$ cat src/lasr_pkg.sv
// Constants and carrier types for the lock and alarm status register block.
// Assumes a single 10 MHz clock; serial host pins arrive unsynchronised.
package lasr_pkg;

  localparam int          ADDR_W          = 6;
  localparam int          DATA_W          = 8;
  localparam int          NUM_ALARM       = 5;
  localparam int          CNT_W           = 5;

  // Register addresses
  localparam logic [5:0]  ADDR_IRQ_ENABLE = 6'h00;
  localparam logic [5:0]  ADDR_CHANGE     = 6'h01;
  localparam logic [5:0]  ADDR_LIVE       = 6'h02;
  localparam logic [5:0]  ADDR_CONFIG0    = 6'h03;
  localparam logic [5:0]  ADDR_CONFIG1    = 6'h04;

  // Bit positions shared by enable, change and live registers; last two are config bits
  localparam int          BIT_OSC_LOCK    = 4;
  localparam int          BIT_SIGNAL_LOSS = 3;
  localparam int          BIT_RECOVERY    = 2;
  localparam int          BIT_MULTIPLIER  = 1;
  localparam int          BIT_OVERFLOW    = 0;
  localparam int          BIT_REF_FREQ    = 6;
  localparam int          BIT_OSC_DET_EN  = 0;

  // Reset values and reserved read bits
  localparam logic [7:0]  RST_CONFIG0     = 8'h40;
  localparam logic [7:0]  RST_CONFIG1     = 8'h00;
  localparam logic [4:0]  RST_ALARM       = 5'h00;
  localparam logic [7:0]  RST_BYTE        = 8'h00;
  localparam logic [15:0] RST_SHIFT       = 16'h0000;
  localparam logic [2:0]  RSVD_ZERO       = 3'h0;

  // Serial frame: one command bit, six address bits, dummy, eight data bits
  localparam logic [4:0]  CNT_ZERO        = 5'h00;
  localparam logic [4:0]  CNT_ONE         = 5'h01;
  localparam logic [4:0]  CNT_HDR_DONE    = 5'h08;
  localparam logic [4:0]  CNT_FRAME_DONE  = 5'h10;
  localparam int          SH_RW           = 8;
  localparam int          SH_ADDR_LO      = 9;
  localparam int          SH_ADDR_HI      = 14;
  localparam int          SH_DATA_LO      = 8;
  localparam int          SH_DATA_HI      = 15;

  // Alarm inputs, ordered D4 down to D0
  typedef struct packed {
    logic osc_lock;
    logic signal_loss;
    logic recovery_lock;
    logic multiplier_lock;
    logic overflow;
  } lasr_alarm_t;

  // Serial host pins
  typedef struct packed {
    logic cs_b;
    logic sclk;
    logic sdi;
  } lasr_host_t;

  typedef enum logic [1:0] {
    ST_IDLE = 2'b00,
    ST_HDR  = 2'b01,
    ST_DATA = 2'b10,
    ST_HOLD = 2'b11
  } lasr_state_t;

endpackage

$ cat src/lasr_sync.sv
// Three-stage input synchroniser with agreement filter.
// Assumes inputs are asynchronous to clk; output moves when stages two and three agree.
module lasr_sync
  import lasr_pkg::*;
#(
  parameter int          WIDTH    = 1,
  parameter logic [WIDTH-1:0] RST_VAL = '0
)(
  input  wire logic             clk,
  input  wire logic             rst_b,
  input  wire logic [WIDTH-1:0] din,
  output logic      [WIDTH-1:0] dout
);

  logic [WIDTH-1:0] s1_ff;
  logic [WIDTH-1:0] s2_ff;
  logic [WIDTH-1:0] s3_ff;
  logic [WIDTH-1:0] out_ff;
  logic [WIDTH-1:0] nxt_out;

  always_comb begin
    for (int i = 0; i < WIDTH; i++) begin
      nxt_out[i] = (s2_ff[i] == s3_ff[i]) ? s3_ff[i] : out_ff[i];
    end
  end

  always_ff @(posedge clk) begin
    if (!rst_b) begin
      s1_ff  <= RST_VAL;
      s2_ff  <= RST_VAL;
      s3_ff  <= RST_VAL;
      out_ff <= RST_VAL;
    end else begin
      s1_ff  <= din;
      s2_ff  <= s1_ff;
      s3_ff  <= s2_ff;
      out_ff <= nxt_out;
    end
  end

  assign dout = out_ff;

endmodule

$ cat src/lasr_top.sv
// Lock and alarm status registers behind the serial host interface.
// Assumes detector levels and host pins are asynchronous; SCLK well below clk/8.
// What this block does
// - Oscillator lock change sets flag D4
// - Signal loss change sets flag D3
// - Recovery lock change sets flag D2
// - Multiplier lock change sets flag D1
// - Overflow change sets flag D0
// - Interrupt only for enabled set flags
// - Oscillator bits void without detect enable
// - Live D4 shows oscillator lock
// - Live D3 shows signal loss
// - Live D2 shows recovery lock
// - Live D1 shows multiplier lock
// - Live D0 shows FIFO overflow
// - Config D6 selects reference, resets 1
// - Flag and live D7..D5 unused
// - Enable zero masks, one allows
module lasr_top
  import lasr_pkg::*;
(
  input  wire logic        clk,
  input  wire logic        rst_b,
  input  wire lasr_host_t  host_in,
  input  wire lasr_alarm_t alarm_in,
  output logic             sdo,
  output logic             irq,
  output logic [7:0]       config0,
  output logic [7:0]       config1
);

  lasr_host_t  host_s;
  lasr_alarm_t alarm_s;

  lasr_sync #(
    .WIDTH   (3),
    .RST_VAL (3'h4)
  ) u_host_sync (
    .clk   (clk),
    .rst_b (rst_b),
    .din   (host_in),
    .dout  (host_s)
  );

  lasr_sync #(
    .WIDTH   (NUM_ALARM),
    .RST_VAL (RST_ALARM)
  ) u_alarm_sync (
    .clk   (clk),
    .rst_b (rst_b),
    .din   (alarm_in),
    .dout  (alarm_s)
  );

  // Serial frame state
  lasr_state_t     state_ff;
  lasr_state_t     nxt_state;
  logic [4:0]      cnt_ff;
  logic [4:0]      nxt_cnt;
  logic [15:0]     sh_ff;
  logic [15:0]     nxt_sh;
  logic [15:0]     shift_in;
  logic            rw_ff;
  logic            nxt_rw;
  logic [5:0]      addr_ff;
  logic [5:0]      nxt_addr;
  logic [7:0]      rd_sh_ff;
  logic [7:0]      nxt_rd_sh;
  logic            sdo_ff;
  logic            nxt_sdo;
  logic            sclk_q_ff;
  logic            cs_q_ff;

  // Register state
  logic [4:0]      enable_ff;
  logic [4:0]      nxt_enable;
  logic [4:0]      flag_ff;
  logic [4:0]      nxt_flag;
  logic [4:0]      snap_ff;
  logic [4:0]      nxt_snap;
  logic [4:0]      prev_ff;
  logic [4:0]      live;
  logic [4:0]      event_v;
  logic [7:0]      cfg0_ff;
  logic [7:0]      nxt_cfg0;
  logic [7:0]      cfg1_ff;
  logic [7:0]      nxt_cfg1;
  logic            irq_ff;
  logic            nxt_irq;
  logic [7:0]      rd_data;

  logic            sclk_rise;
  logic            sclk_fall;
  logic            cs_rise;
  logic            frame_end;

  assign sclk_rise = host_s.sclk & ~sclk_q_ff;
  assign sclk_fall = ~host_s.sclk & sclk_q_ff;
  assign cs_rise   = host_s.cs_b & ~cs_q_ff;
  assign frame_end = cs_rise && (state_ff == ST_HOLD);
  assign shift_in  = {host_s.sdi, sh_ff[15:1]};

  // Live state, oscillator bit forced low without detect enable
  always_comb begin
    live                  = alarm_s;
    live[BIT_OSC_LOCK]    = alarm_s.osc_lock & cfg1_ff[BIT_OSC_DET_EN];
    event_v               = live ^ prev_ff;
    event_v[BIT_OSC_LOCK] = event_v[BIT_OSC_LOCK] & cfg1_ff[BIT_OSC_DET_EN];
  end

  // Read mux, unused upper bits read zero
  always_comb begin
    case (shift_in[SH_ADDR_HI:SH_ADDR_LO])
      ADDR_IRQ_ENABLE: rd_data = {RSVD_ZERO, enable_ff};
      ADDR_CHANGE:     rd_data = {RSVD_ZERO, flag_ff};
      ADDR_LIVE:       rd_data = {RSVD_ZERO, live};
      ADDR_CONFIG0:    rd_data = cfg0_ff;
      ADDR_CONFIG1:    rd_data = cfg1_ff;
      default:         rd_data = RST_BYTE;
    endcase
  end

  // Serial frame sequencing
  always_comb begin
    nxt_state = state_ff;
    nxt_cnt   = cnt_ff;
    nxt_sh    = sh_ff;
    nxt_rw    = rw_ff;
    nxt_addr  = addr_ff;
    nxt_rd_sh = rd_sh_ff;
    nxt_sdo   = sdo_ff;
    nxt_snap  = snap_ff;
    if (host_s.cs_b) begin
      nxt_state = ST_IDLE;
      nxt_cnt   = CNT_ZERO;
    end else begin
      case (state_ff)
        ST_IDLE: begin
          nxt_state = ST_HDR;
          nxt_cnt   = CNT_ZERO;
        end
        ST_HDR: begin
          if (sclk_rise) begin
            nxt_sh  = shift_in;
            nxt_cnt = cnt_ff + CNT_ONE;
            if (nxt_cnt == CNT_HDR_DONE) begin
              nxt_state = ST_DATA;
              nxt_rw    = nxt_sh[SH_RW];
              nxt_addr  = nxt_sh[SH_ADDR_HI:SH_ADDR_LO];
              nxt_rd_sh = rd_data;
              nxt_snap  = flag_ff;
            end
          end
        end
        ST_DATA: begin
          if (sclk_fall && rw_ff) begin
            nxt_sdo   = rd_sh_ff[0];
            nxt_rd_sh = {1'b0, rd_sh_ff[7:1]};
          end
          if (sclk_rise) begin
            nxt_sh  = shift_in;
            nxt_cnt = cnt_ff + CNT_ONE;
            if (nxt_cnt == CNT_FRAME_DONE) begin
              nxt_state = ST_HOLD;
            end
          end
        end
        ST_HOLD: begin
          nxt_state = ST_HOLD;
        end
        default: begin
          nxt_state = ST_IDLE;
        end
      endcase
    end
  end

  // Register updates, writes commit when chip select rises
  always_comb begin
    nxt_enable = enable_ff;
    nxt_cfg0   = cfg0_ff;
    nxt_cfg1   = cfg1_ff;
    nxt_flag   = flag_ff;
    if (frame_end && rw_ff && addr_ff == ADDR_CHANGE) begin
      nxt_flag = flag_ff & ~snap_ff;
    end
    if (frame_end && !rw_ff) begin
      case (addr_ff)
        ADDR_IRQ_ENABLE: nxt_enable = sh_ff[SH_DATA_LO+NUM_ALARM-1:SH_DATA_LO];
        ADDR_CONFIG0:    nxt_cfg0   = sh_ff[SH_DATA_HI:SH_DATA_LO];
        ADDR_CONFIG1:    nxt_cfg1   = sh_ff[SH_DATA_HI:SH_DATA_LO];
        default:         nxt_enable = enable_ff;
      endcase
    end
    nxt_flag = nxt_flag | event_v;
    nxt_irq  = |(nxt_flag & nxt_enable);
  end

  always_ff @(posedge clk) begin
    if (!rst_b) begin
      state_ff  <= ST_IDLE;
      cnt_ff    <= CNT_ZERO;
      sh_ff     <= RST_SHIFT;
      rw_ff     <= 1'b0;
      addr_ff   <= ADDR_IRQ_ENABLE;
      rd_sh_ff  <= RST_BYTE;
      sdo_ff    <= 1'b0;
      sclk_q_ff <= 1'b0;
      cs_q_ff   <= 1'b1;
      snap_ff   <= RST_ALARM;
      enable_ff <= RST_ALARM;
      flag_ff   <= RST_ALARM;
      prev_ff   <= RST_ALARM;
      cfg0_ff   <= RST_CONFIG0;
      cfg1_ff   <= RST_CONFIG1;
      irq_ff    <= 1'b0;
    end else begin
      state_ff  <= nxt_state;
      cnt_ff    <= nxt_cnt;
      sh_ff     <= nxt_sh;
      rw_ff     <= nxt_rw;
      addr_ff   <= nxt_addr;
      rd_sh_ff  <= nxt_rd_sh;
      sdo_ff    <= nxt_sdo;
      sclk_q_ff <= host_s.sclk;
      cs_q_ff   <= host_s.cs_b;
      snap_ff   <= nxt_snap;
      enable_ff <= nxt_enable;
      flag_ff   <= nxt_flag;
      prev_ff   <= live;
      cfg0_ff   <= nxt_cfg0;
      cfg1_ff   <= nxt_cfg1;
      irq_ff    <= nxt_irq;
    end
  end

  assign sdo     = sdo_ff;
  assign irq     = irq_ff;
  assign config0 = cfg0_ff;
  assign config1 = cfg1_ff;

endmodule

$ cat config.mk
export PLATFORM = sky130hd
export DESIGN_NAME = lasr_top
export DESIGN_NICKNAME = d
export VERILOG_FILES = /design/src/lasr_pkg.sv /design/src/lasr_sync.sv /design/src/lasr_top.sv
export SDC_FILE = /design/constraint.sdc
export NUM_CORES = 1
export LEC_CHECK = 0
export ABC_AREA = 1
export BUFFER_PORTS_ARGS = -buffer_cell sky130_fd_sc_hd__buf_2
export CORE_MARGIN = 4
export CORE_UTILIZATION = 45
export DETAILED_ROUTE_END_ITERATION = 10
export PLACE_DENSITY = 0.72
export SLEW_MARGIN = 20
export SYNTH_ARGS = -nofsm -noshare
export SYNTH_HDL_FRONTEND = slang
export SYNTH_SLANG_ARGS = --single-unit
$ cat constraint.sdc
create_clock -name clk -period 1.7 [get_ports clk]
set_input_delay 0.255 -clock clk [delete_from_list [all_inputs] [get_ports clk]]
set_output_delay 0.255 -clock clk [all_outputs]
set_load 0.02 [all_outputs]
==> insert_results.sql, run 1 <==
INSERT INTO impl_metrics (metric_group, metric, value, unit) VALUES
('sta', 'post-route-period-util', '0.970', ''),
('power_and_ir_drop', 'vdd.ir_drop.worst', '0.000557', 'V'),
('sta', 'worst_clock_skew', '7.59', 'ps'),
('clocking', 'cts_buffers', '9', ''),
('detailed_routing', 'drt.antenna.violating_nets', '0', ''),
('place', 'io_buffers', '27', ''),
('critical_path', 'critPathMaxFanout', '5', ''),
('final_layout', 'layout-area-overhead-vs-synth', '17.5', '%'),
('detailed_routing', 'routed_wire_length_per_instance', '12.9', 'microns'),
('grt', 'antenna_violations_before_repair', '0', ''),
('floorplan', 'start_util', '0.460', ''),
('power_and_ir_drop', 'post-layout-total-power', '4.03', 'mW'),
('grt', 'grt_remaining_overflow', '0', ''),
('clocking', 'cts_hold_repair.buffers', '0', ''),
('clocking', 'cts-root-buf', 'clkbuf_8', ''),
('clocking', 'clk_pin_slew_worst_paths', '90', 'ps'),
('detailed_routing', 'number_of_vias_per_cell_after_detailed_routing', '5.08', ''),
('logic_synthesis', 'synth.yosys.warnings', '0', ''),
('sta', 'setup_viol', '0', ''),
('grt', 'grt_start_max_net_pins', '72', ''),
('floorplan', 'fp.dieArea', '11000', 'sq um'),
('grt', 'grt_util_all_layers', '0.172', ''),
('final_layout', 'final_util', '0.540', ''),
('clocking', 'cts.sinks', '102', ''),
('logic_synthesis', 'synth.yosys.seq_area_share', '0.483', ''),
('sta', 'worst_slew_pin_slew', '438', 'ps'),
('final_layout', 'fin_area', '4970', 'sq um'),
('flow_run', 'timing.max_cap.violations', '0', ''),
('final_layout', 'finalNetCount', '627', ''),
('clocking', 'clock_tree.buffer_depth', '2', ''),
('critical_path', 'worst-endpoint-required', '1990', 'ps'),
('place', 'cell_area_after_placement', '4610', 'sq um'),
('critical_path', 'critical_path_class', 'reg -> reg', ''),
('clocking', 'clock_tree_from_tritoncts', 'built', ''),
('floorplan', 'die_w', '105', 'microns'),
('floorplan', 'die_height', '105', 'microns'),
('detailed_routing', 'drt-pass1-iter-count', '4', ''),
('critical_path', 'timing.critical_path.arrival', '1930', 'ps'),
('sta', 'final-max-slew-violation-count', '0', ''),
('sta', 'final.min_clock_period', '1650', 'ps'),
('sta', 'timing.fmax', '606', 'MHz'),
('floorplan', 'placeableCoreArea', '9200', 'sq um'),
('final_layout', 'drive_gt1_frac', '0.184', ''),
('clocking', 'cts-htree-levels', '3', ''),
('place', 'hpwl', '6670', 'microns'),
('critical_path', 'setup.worst_path.start_class', 'flip-flop', ''),
('detailed_routing', 'drc', '0', ''),
('sta', 'rsz0062_at_grt', 'true', ''),
('critical_path', 'worst_setup_ep_type', 'flip-flop', ''),
('grt', 'number_of_global_route_vias_before_repair', '3322', ''),
('place', 'globalplace.congestion', '0.850', ''),
('power_and_ir_drop', 'leakagePower', '2.30', 'nW'),
('floorplan', 'row_count', '35', ''),
('clocking', 'worstSkewPairLatency', '360', 'ps'),
('sta', 'finalHoldViolations', '0', ''),
('logic_synthesis', 'postSynthNetCount', '579', ''),
('final_layout', 'nFillCells', '850', ''),
('detailed_routing', 'drt_wl_total', '9360', 'microns'),
('logic_synthesis', 'synth_cell_types', '36', ''),
('floorplan', 'design.portCount', '28', ''),
('logic_synthesis', 'syn-mean-instance-area', '7.54', 'sq um'),
('detailed_routing', 'drt_iter0_drc', '177', ''),
('run_status', 'run_status', 'complete, no violations', ''),
('grt', 'global_route_wire_length_before_repair', '15500', 'microns'),
('logic_synthesis', 'synth.cell_area', '4230', 'sq um'),
('logic_synthesis', 'post_synth_inst_count', '561', ''),
('power_and_ir_drop', 'power_density', '811', 'nW/um^2'),
('logic_synthesis', 'synth_seq_cells', '102', ''),
('min_path', 'hp-class', 'in -> reg', ''),
('sta', 'finalSetupTns', '0', 'ps'),
('detailed_routing', 'vias', '3679', ''),
('final_layout', 'antennaDiodeCount', '0', ''),
('sta', 'worst_slew_margin_rel', '0.708', '');
[cell type report]
| class | count | area [sq um] | area share |
|---|---|---|---|
| clock buffers | 10 | 138 | 0.0277 |
| inverters | 93 | 354 | 0.0712 |
| well taps | 111 | 139 | 0.0279 |
| clock inverters | 5 | 60.1 | 0.0121 |
| flip-flops and latches | 102 | 2050 | 0.412 |
| multi-input cells | 350 | 1860 | 0.374 |
| repair inverters | 1 | 5.00 | 0.00101 |
| repair buffers | 52 | 368 | 0.0740 |
[registers in the layout, summed over array words and instances, names as in the netlist, 6 cells and up]
register	cells
config0	8
config1	8
rd_sh_ff	8
sh_ff	8
addr_ff	6
[worst paths after layout]
check	from	to	slack, ps	cells after the start
setup reg to reg	state_ff[0]	irq	50	10
hold / removal	alarm_in[2]	u_alarm_sync.s1_ff[2]	80	3
hold reg to reg	u_host_sync.s1_ff[0]	u_host_sync.s2_ff[0]	410	2
setup / recovery	state_ff[0]	irq	50	10
[metrics by stage]
step | hold WS [ps] | worst slack, ps | std cells
after global placement | 393 | -16.3 | 702
final | 78.8 | 50.6 | 724
after CTS | 61.5 | -15.8 | 717
after floorplan | 353 | 101 | 561
after detailed placement | 401 | -43.4 | 702
after global routing | 63.4 | -57.9 | 724
[worst max-delay path, cell delays in order (launching register included)]
cell	delay [ps]
dfxtp_2	360
ha_1	170
nand3_2	130
nor2_4	260
buf_4	150
nand4_1	100
nand2_1	120
nand2_1	50
nand3_1	80
nor2_1	40
nor2_1	120
[cell families after synthesis]
group,synth area share
AND/OR/NAND/NOR,0.227
AO/OA/AOI/OAI,0.148
buffers and inverters,0.103
flip-flops,0.483
adder cells (fa/ha/maj),0.0237
XOR/XNOR,0.0163
[per-layer routing]
layer,global-route usage,share of wire,wire length (microns)
met1,0.230,0.46,4350
met3,0.0445,0.044,414
met5,0,0,0
met2,0.275,0.48,4470
met4,0.0487,0.013,123
[synth_stat cells (all sizes together)]
library cell,number,area (sq um)
o21bai,5,37.5
clkinv,1,3.75
a311oi,1,8.76
o211ai,1,7.51
dfxtp,102,2040
or2,7,43.8
ha,8,100
nand2,110,423
xnor2,6,60.1
buf,8,50.0
a31oi,1,6.26
o22ai,1,6.26
nand3,29,158
o21ai,49,245
inv,92,345
xor2,1,8.76
a211oi,2,15.0
nor3,5,25.0
a21oi,60,300
nor2,52,225
nand4,11,83.8
clkbuf,9,35.0
[power breakdown]
| group | internal, mW | switching, mW |
|---|---|---|
| registers | 2.41 | 0.00968 |
| clock network | 0.716 | 0.808 |
| logic | 0.0321 | 0.0546 |
| total | 3.16 | 0.872 |
[what timing repair did]
item,CTS,global route
gates resized for setup,4,36
setup buffers,0,5
setup endpoints to repair,19,34
pin swaps,0,7
gates cloned,0,2
[layout by cell type, fill, tap and decap left out, drive strengths merged]
cell type  count
a31oi          1
nand3         29
o211ai         1
bufinv         1
dfxtp        102
xor2           1
inv           91
nor3           5
a211oi         2
nand2        111
buf           52
clkinv         6
o21bai         5
or2            7
clkinvlp       1
ha             8
a21oi         60
nand4         11
nor2          52
xnor2          6
o21ai         49
clkbuf        10
a311oi         1
o22ai          1
Power figures use the tool's default switching activity.
==> inputs of run 2 (changes only) <==
- CORE_ASPECT_RATIO: unset -> 0.75
- RECOVER_POWER: unset -> 100
==> run 2 against run 1 <==
Sequential power hardly changed. Utilization is 1.2 points higher. Clock power is 34% higher. Worst hold slack better by 6.7 ps. Power is 13% higher. First-iteration DRC count is 94% higher. Sequential cell count stayed put. Clock skew is 3.2 ps higher.
==> insert_results.sql, run 2 (synthesis gave the netlist of run 1 again) <==
INSERT INTO impl_metrics (metric_group, metric, value, unit) VALUES
('run_status', 'run_status', 'complete, no violations', ''),
('final_layout', 'drive_gt1_frac', '0.154', ''),
('power_and_ir_drop', 'post-layout-total-power', '4.54', 'mW'),
('detailed_routing', 'routed_wire_length_per_instance', '13.2', 'microns'),
('grt', 'global_routing_s_busiest_layer', 'met2', ''),
('grt', 'gr-usage-met3', '0.0635', ''),
('final_layout', 'layout.cells.most_common', 'nand2_1', ''),
('detailed_routing', 'vias', '3652', ''),
('sta', 'worst_slew_margin_rel', '0.493', ''),
('floorplan', 'die_height', '92.0', 'microns'),
('clocking', 'clock_tree.buffer_depth', '2', ''),
('sta', 'rsz0062_at_grt', 'true', ''),
('sta', 'layout_setup_ws', '83.1', 'ps'),
('critical_path', 'critPathMaxFanout', '12', ''),
('critical_path', 'worst-endpoint-required', '1950', 'ps'),
('final_layout', 'fin_cells', '738', ''),
('critical_path', 'worst_setup_ep_type', 'flip-flop', ''),
('grt', 'global_route_wire_length_before_repair', '15800', 'microns'),
('detailed_routing', 'number_of_vias_per_cell_after_detailed_routing', '4.95', ''),
('grt', 'grtUsageMet1', '0.255', ''),
('sta', 'worst_clock_skew', '10.8', 'ps'),
('detailed_routing', 'drt-pass1-iter-count', '6', ''),
('detailed_routing', 'drt.antenna.violating_nets', '0', ''),
('floorplan', 'design.portCount', '28', ''),
('floorplan', 'start_util', '0.464', ''),
('final_layout', 'nFillCells', '864', ''),
('detailed_routing', 'drt_wl_total', '9720', 'microns'),
('place', 'cell_area_after_placement', '4640', 'sq um'),
('floorplan', 'placeableCoreArea', '9120', 'sq um'),
('sta', 'setup_viol', '0', ''),
('place', 'numPlacedInstances', '721', ''),
('critical_path', 'path_cells', 'inv_2, ha_2, inv_2, buf_12, o21ai_0, nor2_1, nand3_2, a21oi_1, nor2_1', ''),
('grt', 'grt_start_max_net_pins', '52', ''),
('critical_path', 'setup.worst_path.start_class', 'flip-flop', ''),
('floorplan', 'fp.dieArea', '11000', 'sq um'),
('sta', 'timing.fmax', '618', 'MHz'),
('clocking', 'cts.sinks', '102', ''),
('clocking', 'cts-htree-levels', '3', ''),
('critical_path', 'slowest_delay', '380', 'ps'),
('grt', 'number_of_global_route_vias_before_repair', '3274', ''),
('detailed_routing', 'drc', '0', ''),
('grt', 'gr-usage-met2', '0.265', ''),
('critical_path', 'critical_path_class', 'reg -> reg', ''),
('clocking', 'worstSkewPairLatency', '350', 'ps'),
('detailed_routing', 'drt_iter0_drc', '343', ''),
('final_layout', 'fin_area', '5040', 'sq um'),
('sta', 'final.min_clock_period', '1620', 'ps'),
('grt', 'grt_remaining_overflow', '0', ''),
('place', 'hpwl', '6780', 'microns'),
('sta', 'finalSetupTns', '0', 'ps'),
('clocking', 'clock_tree_from_tritoncts', 'built', ''),
('floorplan', 'row_count', '30', ''),
('min_path', 'hp-class', 'in -> reg', ''),
('sta', 'final-max-slew-violation-count', '0', ''),
('power_and_ir_drop', 'power_density', '901', 'nW/um^2'),
('flow_run', 'timing.max_cap.violations', '0', ''),
('clocking', 'clk_pin_slew_worst_paths', '70', 'ps'),
('clocking', 'cts-root-buf', 'clkbuf_16', ''),
('floorplan', 'die_w', '120', 'microns'),
('grt', 'antenna_violations_before_repair', '0', ''),
('sta', 'worst_hold_slack', '85.4', 'ps'),
('final_layout', 'final_util', '0.553', ''),
('grt', 'grt_util_all_layers', '0.180', ''),
('final_layout', 'mostFrequentLayoutCells', '104 x nand2_1, 98 x dfxtp_1, 84 x inv_1', ''),
('final_layout', 'antennaDiodeCount', '0', ''),
('place', 'io_buffers', '27', ''),
('power_and_ir_drop', 'leakagePower', '2.24', 'nW'),
('place', 'detailedPlace.worstSlack', '-72.3', 'ps'),
('sta', 'post-route-period-util', '0.951', ''),
('final_layout', 'layout-area-overhead-vs-synth', '19.2', '%'),
('clocking', 'cts_buffers', '9', ''),
('sta', 'finalHoldViolations', '0', ''),
('place', 'globalplace.congestion', '0.873', ''),
('sta', 'worst_slew_pin_slew', '761', 'ps'),
('final_layout', 'finalNetCount', '623', ''),
('critical_path', 'timing.critical_path.arrival', '1860', 'ps'),
('power_and_ir_drop', 'vdd.ir_drop.worst', '0.000808', 'V'),
('critical_path', 'critical-path-slowest-cell', 'dfxtp_4', '');
[run 2: path summary, 6_finish.rpt]
path / slack, ps / endpoint / depth (start not counted) / from
worst min register to register: 410 / u_host_sync.s2_ff[2] / 1 / u_host_sync.s1_ff[2]
worst max-delay path: 80 / rd_sh_ff[4] / 9 / state_ff[0]
worst min-delay path: 90 / u_host_sync.s1_ff[1] / 3 / host_in[1]
worst max register to register: 80 / rd_sh_ff[4] / 9 / state_ff[0]
[run 2: cell type report]
type,count,area [sq um],share of cell area
inverter,93,349,0.0692
sequential,102,2050,0.407
clock buffer,10,229,0.0454
tap,128,160,0.0318
multi-input combinational,349,1870,0.371
timing repair buffer,50,318,0.0630
clock inverter,6,62.6,0.0124
[run 2: critical path, delay by kind of cell (launching register included)]
| kind | cells | cell delay [ps] |
|---|---|---|
| fa+ha+maj | 1 | 210 |
| simple gates | 3 | 360 |
| compound gates | 2 | 230 |
| buf+inv | 3 | 320 |
| flops | 1 | 380 |
[run 2: power by group]
part / leakage [nW] / internal [mW] / total, mW / switching [mW]
combinational: 1.28 / 0.0310 / 0.0852 / 0.0543
clock: 0.134 / 1.14 / 2.04 / 0.900
sequential: 0.828 / 2.41 / 2.42 / 0.00952
total: 2.24 / 3.58 / 4.54 / 0.964
[run 2: repair_timing]
| action | CTS | global route |
|---|---|---|
| hold buffers | 0 | 0 |
| cloned | 0 | 0 |
| buffers inserted | 0 | 1 |
| pin swaps | 0 | 8 |
| setup endpoints to repair | 15 | 35 |
| resized for setup | 7 | 35 |
[run 2: metal layers]
layer  share of wire  wire length (microns)  vias to the layer above
met5               0                      0                        -
met4          0.0084                     82                        0
met3           0.080                    775                       12
met2            0.45                   4340                      112
met1            0.47                   4530                     1660
li1                -                      -                     1868
